File: config.mk
export PLATFORM = sky130hd
export DESIGN_NAME = lass_sequencer
export DESIGN_NICKNAME = d
export VERILOG_FILES = /design/src/rtl/lass_sequencer.v
export VERILOG_INCLUDE_DIRS = /design/src /design/src/rtl
export SDC_FILE = /design/constraint.sdc
export NUM_CORES = 1
export LEC_CHECK = 0
export BUFFER_PORTS_ARGS = -buffer_cell sky130_fd_sc_hd__buf_2
export CAP_MARGIN = 40
export CORE_MARGIN = 3
export CORE_UTILIZATION = 60
export CTS_CLUSTER_SIZE = 12
export DETAILED_ROUTE_END_ITERATION = 10
export MAX_ROUTING_LAYER = met4
export PLACE_DENSITY = 0.79
export SLEW_MARGIN = 0
export SYNTH_ARGS = -nofsm -noshare
export SYNTH_HDL_FRONTEND = slang
export SYNTH_SLANG_ARGS = --single-unit
File: constraint.sdc
create_clock -name sys_clk -period 3.2 [get_ports sys_clk]
set_clock_uncertainty 0.1 [all_clocks]
set_input_delay 0.16 -clock sys_clk [delete_from_list [all_inputs] [get_ports sys_clk]]
set_output_delay 0.16 -clock sys_clk [all_outputs]
set_load 0.1 [all_outputs]
File: src/rtl/lass_map.vh
// constants of the linear array scan sequencer
`ifndef LASS_MAP_VH
`define LASS_MAP_VH
`define LASS_SECTION_PIXELS 128
`define LASS_TOTAL_PIXELS 256
`define LASS_RESET_CLOCKS 18
`define LASS_PASS_EDGE 128
`define LASS_EOS_EDGE 256
`define LASS_CLK_MHZ 50
`define LASS_XFER_DELAY_US 20
`define LASS_XFER_DELAY_CYC (`LASS_XFER_DELAY_US * `LASS_CLK_MHZ)
`endif

File: src/rtl/lass_sequencer.v
// readout and integration sequencer of a two-section linear sensor array
//
// Contract
// - readout starts on clocked-in start high
// - start rising edge raises hold to both
// - 256-stage shift register advances start pulse
// - one pixel per clock per section
// - integrators reset 18 clocks, integrate from 19th
// - pass pulse out on 128th edge
// - 129th edge ends pass, section 2 active (code: fed-back pass, resynchronised, enables section 2 on 131st edge)
// - end-of-scan asserted on 256th clock (code: on 259th edge in serial use, 128th in parallel)
// - inactive section output stays high impedance
// - serial 256 clocks, parallel 128 clocks (code: serial readout spans 259 clocks)
// - end-of-scan available for cascading
`include "lass_map.vh"

module lass_sequencer #(
    parameter SECTION_PIXELS = `LASS_SECTION_PIXELS,
    parameter RESET_CLOCKS = `LASS_RESET_CLOCKS,
    parameter XFER_DELAY_CYC = `LASS_XFER_DELAY_CYC
) (
    input wire sys_clk,
    input wire nrst,
    input wire first_section_start_in,
    input wire second_section_start_in,
    output reg first_section_pass_out,
    output reg end_of_scan_out,
    output reg hold,
    output reg integrator_reset,
    output reg first_section_out_en,
    output reg second_section_out_en,
    output reg [6:0] first_section_pixel_index,
    output reg [6:0] second_section_pixel_index,
    output reg xfer_ready
);

    // ************************************************
    // input synchronisers
    // ************************************************
    reg si1_meta;
    reg si1_sync;
    reg si1_prev;
    reg si2_meta;
    reg si2_sync;
    reg si2_prev;

    always @(posedge sys_clk or negedge nrst) begin
        if (!nrst) begin
            si1_meta <= 1'b0;
            si1_sync <= 1'b0;
            si1_prev <= 1'b0;
            si2_meta <= 1'b0;
            si2_sync <= 1'b0;
            si2_prev <= 1'b0;
        end else begin
            si1_meta <= first_section_start_in;
            si1_sync <= si1_meta;
            si1_prev <= si1_sync;
            si2_meta <= second_section_start_in;
            si2_sync <= si2_meta;
            si2_prev <= si2_sync;
        end
    end

    // a rising edge of a synchronised start counts once, so a held-high start never restarts
    wire start1 = si1_sync & ~si1_prev;
    wire start2 = si2_sync & ~si2_prev;

    // ************************************************
    // per-section token shift registers
    // ************************************************
    // two 128-stage registers chained by the pass pulse form the 256-stage path
    reg [SECTION_PIXELS-1:0] shift1;
    reg [SECTION_PIXELS-1:0] shift2;
    reg [7:0] reset_cnt;
    reg [31:0] xfer_cnt;

    function [6:0] onehot_index;
        input [SECTION_PIXELS-1:0] v;
        integer i;
        begin
            onehot_index = 7'h00;
            for (i = 0; i < SECTION_PIXELS; i = i + 1) begin
                if (v[i]) begin
                    onehot_index = i[6:0];
                end
            end
        end
    endfunction

    always @(posedge sys_clk or negedge nrst) begin
        if (!nrst) begin
            shift1 <= {SECTION_PIXELS{1'b0}};
            shift2 <= {SECTION_PIXELS{1'b0}};
            first_section_pass_out <= 1'b0;
            end_of_scan_out <= 1'b0;
            first_section_out_en <= 1'b0;
            second_section_out_en <= 1'b0;
            first_section_pixel_index <= 7'h00;
            second_section_pixel_index <= 7'h00;
        end else begin
            // token walks one stage per clock
            shift1 <= {shift1[SECTION_PIXELS-2:0], start1};
            // in serial use section 2 is fed by the pass pulse; parallel use by its own start
            shift2 <= {shift2[SECTION_PIXELS-2:0], start2};
            // pass pulse is high for the clock after the 128th stage
            first_section_pass_out <= shift1[SECTION_PIXELS-1];
            end_of_scan_out <= shift2[SECTION_PIXELS-1];
            // a section drives only while its token is inside it
            first_section_out_en <= |{shift1[SECTION_PIXELS-2:0], start1};
            second_section_out_en <= |{shift2[SECTION_PIXELS-2:0], start2};
            first_section_pixel_index <= onehot_index({shift1[SECTION_PIXELS-2:0], start1});
            second_section_pixel_index <= onehot_index({shift2[SECTION_PIXELS-2:0], start2});
        end
    end

    // ************************************************
    // hold and integrator reset
    // ************************************************
    always @(posedge sys_clk or negedge nrst) begin
        if (!nrst) begin
            hold <= 1'b0;
            integrator_reset <= 1'b0;
            reset_cnt <= 8'h00;
            xfer_cnt <= 32'h0;
            xfer_ready <= 1'b1;
        end else begin
            if (start1) begin
                // samples frozen in both sections at once
                hold <= 1'b1;
                integrator_reset <= 1'b1;
                reset_cnt <= RESET_CLOCKS[7:0];
                xfer_ready <= 1'b0;
            end else begin
                if (reset_cnt > 8'h01) begin
                    reset_cnt <= reset_cnt - 8'h01;
                end else begin
                    reset_cnt <= 8'h00;
                    // integration resumes on the next clock
                    integrator_reset <= 1'b0;
                end
                // hold released with the last output pulse
                if (end_of_scan_out) begin
                    hold <= 1'b0;
                    xfer_cnt <= XFER_DELAY_CYC;
                end else if (xfer_cnt != 32'h0) begin
                    xfer_cnt <= xfer_cnt - 32'h1;
                end
                // status only: an early start is still accepted
                xfer_ready <= (xfer_cnt == 32'h0) && !hold;
            end
        end
    end

endmodule // lass_sequencer

==> results of run 1 <==
## critical path: stages, from the launching register on
cell     delay [ns]
dfrtp_1        0.41
or4_4          0.55
or3_4          0.36
or4_4          0.61
nor4_2         0.31
xnor2_1        0.16
nor2_1         0.06
## cells in the final DEF, fill, tap and decap left out, drive strengths merged, types with 4 or more instances in the layout
cell | Yosys | routed
a31oi | 7 | 7
a21oi | 51 | 51
o221ai | 4 | 4
a2111oi | 12 | 12
nor2 | 137 | 137
nor3 | 43 | 43
o21bai | 15 | 15
o21ai | 42 | 42
o2111ai | 8 | 8
nor3b | 4 | 4
o31a | 5 | 5
and3 | 4 | 4
or4 | 29 | 29
nand4 | 6 | 6
nor4b | 6 | 6
inv | 59 | 59
nand2 | 53 | 53
a211oi | 14 | 14
nor4 | 87 | 87
o211ai | 6 | 6
o31ai | 24 | 24
a221oi | 4 | 4
xnor2 | 24 | 24
nor2b | 15 | 15
or3 | 22 | 22
or2 | 4 | 4
clkbuf | 6 | 54
nand2b | 8 | 8
nand3 | 21 | 21
xor2 | 7 | 7
buf | 5 | 35
dfrtp | 322 | 322
o311ai | 7 | 7
## kinds of logic (layout without fill, tap and decap cells)
| logic type | count (synthesis) | in the layout |
|---|---|---|
| buffers and inverters | 70 | 152 |
| xor gates and xnor gates | 31 | 31 |
| and+or+nand+nor | 446 | 446 |
| AOI/OAI and AO/OA | 220 | 220 |
| adders and majority gates | 3 | 3 |
| DFF | 323 | 323 |
## cell type report
class                   count  area [um2]
flip-flops and latches    323        8080
fillers                  1408        6210
multi-input cells         700        4180
clock buffers              54        1050
well taps                 270         338
repair buffers             38         275
inverters                  59         221
clock inverters             1        7.51
## power groups by stage
stage | registers [mW] | logic, mW | clock network [mW]
2_1_floorplan | 4.47 | 0.269 | 0
5_1_grt | 4.36 | 0.604 | 3.98
4_1_cts | 4.34 | 0.547 | 3.81
6_report | 4.34 | 0.539 | 3.74
3_5_place_dp | 4.40 | 0.533 | 0
3_3_place_gp | 4.40 | 0.514 | 0
## state kept, by name, summed over array words and instances, names as in the netlist
register,cells
shift1,128
shift2,128
xfer_cnt,32
reset_cnt,8
first_section_pixel_index,7
second_section_pixel_index,7
end_of_scan_out,1
first_section_out_en,1
first_section_pass_out,1
hold,1
integrator_reset,1
second_section_out_en,1
si1_meta,1
si1_prev,1
si1_sync,1
si2_meta,1
si2_prev,1
si2_sync,1
xfer_ready,1
## worst max path at each step
stage,end,slack [ns],cells after the start
2_1_floorplan,xfer_cnt[25]$_DFFE_PN0P_,0.66,7
3_3_place_gp,xfer_cnt[17]$_DFFE_PN0P_,0.56,6
3_5_place_dp,xfer_cnt[17]$_DFFE_PN0P_,0.53,6
4_1_cts,xfer_cnt[17]$_DFFE_PN0P_,0.50,6
5_1_grt,xfer_cnt[17]$_DFFE_PN0P_,0.41,6
6_report,xfer_cnt[17]$_DFFE_PN0P_,0.49,6
## metal layers
layer / track usage, % / wire length, um / vias up
li1: - / - / 4152
met1: 33.9 / 11900 / 4452
met2: 38.5 / 12300 / 201
met3: 3.79 / 1040 / 61
met4: 7.66 / 650 / 0
met5: - / 0 / -
## what timing repair did
item / in CTS / in global routing
buffers inserted: 0 / 0
hold endpoints to repair: 85 / 0
hold buffers: 3 / 0
==> metrics.md, run 1 <==
| Metric | Value |
|---|---|
| Status | complete, no violations |
| Initial antenna violation count | 0 |
| Most frequent cell after synthesis | dfrtp_1 |
| Core Rows | 52 |
| Final Setup Violations | 0 |
| Combinational Power Share | between 6 and 7% |
| Final Critical Period | between 2 and 3 ns |
| Slew @ Worst Pin | around 0.78 ns |
| CP max FO | 10 |
| Routability Congestion | 0.865 |
| Complex-gate fraction of the synthesized area | a little under an eighth |
| Drt first pass iters | 6 |
| Vias in the first global route | roughly 8,800 |
| Startpoint Class | flop |
| Vias per inst | slightly above 6 |
| Netlist Area Pre-Place | approximately 13,000 um2 |
| Crit path kind | reg -> reg |
| Power per Cell Area | 609 nW/um2 |
| Simple-Gate Fraction of Synth Area | 19.0% |
| Worst-case reg-to-reg path depth | 6 |
| Max-slew violations | 0 |
| Clock Power Share | between 40% and 50% |
| HPWL after DPL | ~17,000 um |
| Clk_lat worst skew | just over 0.5 ns |
| Clk slew on worst S/H paths | approximately 0.06 ns |
| Design Area, Final | ~14,000 um2 |
| Flops & latches, synth | 323 |
| DP Cell Count | approximately 1,400 |
| DIE HEIGHT | 151 um |
| Number of synthesized flops with an enable pin | 0 |
| Number of max-cap violations | 0 |
| Req. time, crit path | roughly 3.5 ns |
| Synth cell types | between 60 and 70 |
| DRT iter0 DRCs | 670 |
| Mux cell area share after synthesis | 0% |
| Die ar. | about 23,000 um2 |
| RSZ-0062 raised after global routing | no |
| Post-Place Cell Area | 13,100 um2 |
| Arrival time worst endpoint | around 3.0 ns |
| Post-synth top area share | between 60 and 70% |
| Net Switching | ~2.0 mW |
| DRC | 0 |
| Post-synthesis adder-cell area fraction | 0.299% |
| CTS H-tree lvls | 2 |
| Core area | approximately 20,000 um2 |
| Largest net degree at the start of global routing | 89 |
| Setup WS pre-CTS | about 0.53 ns |
| Worst slew margin | a little under half |
| CTS tree | yes |
| FFs w/ async S/R, synth | 100% |
| Grt total ovfl | 0 |
| Layout Utilization | a little over two thirds |
| Synth Warn # | 0 |
| CP Capture Type | flop |
| Largest family of logic cells by synthesized area | simple AND/OR/NAND/NOR gates |
| Reg-to-reg endpoint | xfer_cnt[17]$_DFFE_PN0P_ |
| CTS Sinks | approximately 320 |
| Net Sw Frac | 23.2% |
| Final cell count without fillers | approximately 1,400 |
| Fin. Hold Viols | 0 |
| Setup ws final | 0.491 ns |
| First-pass GRT wire length | around 44,000 um |
| Tot GR Track Use | between 20% and 30% |
| Ant diodes | 0 |
| Hold WC Path Type | in -> async |
| R2r setup slk | ~0.5 ns |
| Cell count after synthesis | 1,093 |
| CTS Buf Count | 34 |
| Achievable Freq | between 300 and 400 MHz |
| Cell Int Power | roughly 6.6 mW |
| Port Buffers | 24 |
| Xor and xnor fraction of the mapped netlist area | between 2 and 2.5% |
| DRT antenna net count | 0 |
| Vias | 8,866 |
| Top-level port count | 25 |
| Net Count, Synth | around 1,100 |
| Hold Slack | between 0.1 and 0.15 ns |
| R2r startpoint | xfer_cnt[4]$_DFFE_PN0P_ |
| Dominant cells by area after synthesis | dfrtp_1 64%, nor2_1 4.1%, nor4_1 4.0% |
| Sequential Power Share | 50.4% |
| Leakage | ~6.8 nW |
| Area Overhead vs Synth | 12.8% |
| Final period utilization | a little over four fifths |
| Tot Pwr | between 8 and 9 mW |
| Root buffer selected by CTS | clkbuf_16 |
| Die W | around 150 um |
| Synth Flop Type | dfrtp_1 |
| Crit path launch | xfer_cnt[4]$_DFFE_PN0P_ |
| Share of layout cells above drive strength 1 | 8.68% |
| Setup TNS | 0 ns |
| NumNets Final | around 1,200 |
| Worst VDD drop | 0.000446 V |
| Avg WL per Cell | 17.9 um |
| Post-Route WL | between 20,000 and 30,000 um |
| Sequential-to-total area share from yosys stat | 64.4% |
| Initial Util | 61.6% |
| Top post-synthesis cells by count | 322 x dfrtp_1, 137 x nor2_1, 81 x nor4_1 |
| Cell taking the most area after synthesis | dfrtp_1 |
| Post_cts resized | 0 |
| Syn_area_per_cell | between 10 and 15 um2 |
| Clk buf depth | 3 |
No activity file was read; power rests on OpenSTA's default activity.
==> run 2, diff against run 1 <==
--- a/config.mk
+++ b/config.mk
@@ -6,6 +6,7 @@
 export SDC_FILE = /design/constraint.sdc
 export NUM_CORES = 1
 export LEC_CHECK = 0
+export ABC_AREA = 1
 export BUFFER_PORTS_ARGS = -buffer_cell sky130_fd_sc_hd__buf_2
 export CAP_MARGIN = 40
 export CORE_MARGIN = 3
==> constraint.sdc (replaced) <==
create_clock -name sys_clk -period 2.8 [get_ports sys_clk]
set_clock_uncertainty 0.1 [all_clocks]
set_input_delay 0.14 -clock sys_clk [delete_from_list [all_inputs] [get_ports sys_clk]]
set_output_delay 0.14 -clock sys_clk [all_outputs]
set_load 0.1 [all_outputs]
==> metrics.md, run 2 <==
| Metric | Value |
|---|---|
| Cell count after synthesis | 1,509 (was 1,093) |
| Drt first pass iters | 5 (was 6) |
| Reg-to-reg endpoint | first_section_pixel_index[0]$_DFF_PN0_ (was xfer_cnt[17]$_DFFE_PN0P_) |
| Synth cell types | 29 (was 69) |
| Netlist Area Pre-Place | 13,100 um2 (was 12,500 um2) |
| Fillers | 1,121 (was 1,408) |
| Synth Warn # | 0 (unchanged) |
| Post-synth top area share | 61.6% (was 64.2%) |
| Leakage | 9.98 nW (was 6.80 nW) |
| Fin. Hold Viols | 0 (unchanged) |
| Avg WL per Cell | 15.7 um (was 17.9 um) |
| Worst VDD drop | 0.000559 V (was 0.000446 V) |
| Ant diodes | 0 (unchanged) |
| CTS H-tree lvls | 2 (unchanged) |
| Dominant cells by area after synthesis | dfrtp_1 62%, nand2_1 14%, inv_1 7.6% (was dfrtp_1 64%, nor2_1 4.1%, nor4_1 4.0%) |
| Core area | 21,200 um2 (was 20,400 um2) |
| CP most frequent cell | nand2_1 (was or4_4) |
| CTS Sinks | 323 (unchanged) |
| Startpoint Class | flop (unchanged) |
| Cell taking the most area after synthesis | dfrtp_1 (unchanged) |
| Registers with the most flip-flops | shift1: 128 flops, shift2: 128 flops, xfer_cnt: 32 flops (unchanged) |
| Setup ws final | -4.69 ns (was 0.491 ns) |
| Combined area of the multi-input logic cells | 3940 um2 (was 4180 um2) |
| Clk slew on worst S/H paths | 0.06 ns (about the same) |
| Largest net degree at the start of global routing | 100 (was 89) |
| Initial Util | 61.6% (about the same) |
| Synth Flop Type | dfrtp_1 (unchanged) |
| Vias | 11,200 (was 8,866) |
| Tot GR Track Use | 29.0% (was 24.6%) |
| Grt total ovfl | 0 (unchanged) |
| Crit-path max cell delay | 0.37 ns (was 0.61 ns) |
| Port Buffers | 24 (unchanged) |
| Worst slew margin | 46.9% (was 46.8%) |
| Vias in the first global route | 11,900 (was 8,849) |
| Top post-synthesis cells by count | 496 x nand2_1, 322 x dfrtp_1, 264 x inv_1 (was 322 x dfrtp_1, 137 x nor2_1, 81 x nor4_1) |
| CP Capture Type | flop (unchanged) |
| Top-level port count | 25 (unchanged) |
| Syn_area_per_cell | 8.67 um2 (was 11.5 um2) |
| Layout Utilization | 82.4% (was 69.5%) |
| R2r setup slk | -4.69 ns (was 0.49 ns) |
| RSZ-0062 raised after global routing | yes (was no) |
| Post-Route WL | 34,100 um (was 25,900 um) |
| FFs w/ async S/R, synth | 100% (unchanged) |
| Final Setup Violations | 15 (was 0) |
| DIE HEIGHT | 154 um (was 151 um) |
| DRT antenna net count | 0 (unchanged) |
| Vias per inst | 5.12 (was 6.14) |
| Hold WC Path Type | in -> async (unchanged) |
| Failing checks | setup timing |
| Storage element area | 8090 um2 (was 8080 um2) |
| Crit path kind | reg -> reg (unchanged) |
| Routability Congestion | 0.861 (was 0.865) |
| Net Count, Synth | 1,516 (was 1,100) |
| HPWL after DPL | 18,200 um (was 16,700 um) |
| Commonest non-fill, non-tap cell in the layout | nand2_1 (was dfrtp_1) |
| Arrival time worst endpoint | 7.79 ns (was 2.98 ns) |
| Share of layout cells above drive strength 1 | 25.6% (was 8.68%) |
| Status | finished with violations (was complete, no violations) |
| Root buffer selected by CTS | clkbuf_16 (unchanged) |
| NumNets Final | 1,891 (was 1,163) |
| CTS tree | yes (unchanged) |
| Die ar. | 23,600 um2 (was 22,700 um2) |
| DRC | 0 (unchanged) |
| Worst-case reg-to-reg path depth | 127 (was 6) |
| Slew @ Worst Pin | 0.797 ns (was 0.778 ns) |
| Flops & latches, synth | 323 (unchanged) |
| Clk buf depth | 3 (unchanged) |
| Sequential-to-total area share from yosys stat | 61.8% (was 64.4%) |
| Setup WS pre-CTS | -4.03 ns (was 0.528 ns) |
| CP max FO | 2 (was 10) |
| Tot Pwr | 10.7 mW (was 8.62 mW) |
| Clk_lat worst skew | 0.51 ns (about the same) |
| Final Critical Period | 7.49 ns (was 2.71 ns) |
| Max-slew violations | 0 (unchanged) |
| Number of synthesized flops with an enable pin | 0 (unchanged) |
| Die W | 154 um (was 151 um) |
| Initial antenna violation count | 0 (unchanged) |
| First-pass GRT wire length | 54,600 um (was 44,000 um) |
| Final period utilization | 268% (was 84.7%) |
| Core Rows | 53 (was 52) |
| DRT iter0 DRCs | 941 (was 670) |
| Most frequent cells in the layout | 482 x nand2_1, 320 x dfrtp_1, 299 x buf_4, 255 x inv_1, 242 x nor2_1 (was 322 x dfrtp_1, 137 x nor2_1, 81 x nor4_1, 59 x inv_1, 53 x nand2_1) |
| Area Overhead vs Synth | 33.7% (was 12.8%) |
| Achievable Freq | 134 MHz (was 369 MHz) |
| Req. time, crit path | 3.10 ns (was 3.47 ns) |
| R2r startpoint | shift1[1]$_DFF_PN0_ (was xfer_cnt[4]$_DFFE_PN0P_) |
| Number of max-cap violations | 0 (unchanged) |
| CTS Buf Count | 35 (was 34) |
| Crit-path slowest cell | dfrtp_1 (was or4_4) |
| Power per Cell Area | 612 nW/um2 (was 609 nW/um2) |
| Most frequent cell after synthesis | nand2_1 (was dfrtp_1) |
==> run 2: changes by cell type after synthesis, sizes merged, moves of 18 or more <==
cell / change
nand2: +443
inv: +219
nor2: +119
xnor2: -22
or4: -28
bufinv: +18
nor4: -79
o31ai: -20
or3: -21
a21oi: -26
nor3: -25
==> run 2: cells by family after synthesis <==
| family | Yosys count | synth area share, % |
|---|---|---|
| xor+xnor | 5 | 0.335 |
| fa+ha+maj | 3 | 0.287 |
| buf+inv | 301 | 10.5 |
| compound gates | 77 | 3.35 |
| flops | 323 | 61.8 |
| simple gates | 800 | 23.7 |
==> run 2: repair_timing <==
item	4_1_cts	5_1_grt
pin swaps	16	37
gates resized for setup	42	49
setup buffers	46	15
hold buffers	3	0
endpoints found under the hold margin	93	0
setup endpoints to repair	13	27
==> run 2: per-stage QoR <==
| step | hold WS (ns) | setup TNS [ns] | cells | area, um2 |
|---|---|---|---|---|
| after CTS | 0.144 | -15.23 | 2183 | 17400 |
| after detailed placement | 0.129 | -14.12 | 2081 | 15700 |
| final | 0.164 | -18.42 | 2177 | 17500 |
| after floorplan | -0.256 | -8.18 | 1509 | 13100 |
| after global routing | 0.167 | -24.12 | 2177 | 17500 |
| after global placement | 0.129 | -12.39 | 2081 | 15700 |
==> run 2: worst max path at each step <==
stage	end	cells after the start	slack, ns	from
floorplan	second_section_pixel_index[0]$_DFF_PN0_	127	-3.04	shift2[1]$_DFF_PN0_
global placement	second_section_pixel_index[0]$_DFF_PN0_	126	-3.77	shift2[0]$_DFF_PN0_
detailed placement	second_section_pixel_index[0]$_DFF_PN0_	127	-4.03	shift2[1]$_DFF_PN0_
CTS	second_section_pixel_index[0]$_DFF_PN0_	127	-4.30	shift2[1]$_DFF_PN0_
global route	first_section_pixel_index[0]$_DFF_PN0_	127	-5.73	shift1[1]$_DFF_PN0_
finish	first_section_pixel_index[0]$_DFF_PN0_	127	-4.69	shift1[1]$_DFF_PN0_
==> run 2: worst max-delay path: cells and delay by family, from the launching register on <==
kind | cells | cell delay, ns
simple gates | 126 | 6.86
flops | 1 | 0.37
buf+inv | 1 | 0.07
==> run 2: layout make-up <==
| class | count | area share, % |
|---|---|---|
| clock buffers | 49 | 5.54 |
| clock inverters | 6 | 0.909 |
| inverters | 296 | 7.77 |
| multi-input cells | 885 | 22.5 |
| flip-flops and latches | 323 | 46.3 |
| well taps | 275 | 1.97 |
| repair buffers | 343 | 15.0 |
==> run 2: routing by layer <==
layer	up-vias	GRT usage [%]	share of wire, %
li1	5230	-	-
met1	5328	32.4	37
met2	428	50.8	52
met3	170	4.45	5.1
met4	0	14.5	5.6
met5	-	-	0
==> run 2: where the power goes <==
part           switching, mW  internal, mW
clock                   1.81          2.85
combinational          0.664         0.455
sequential             0.110          4.81
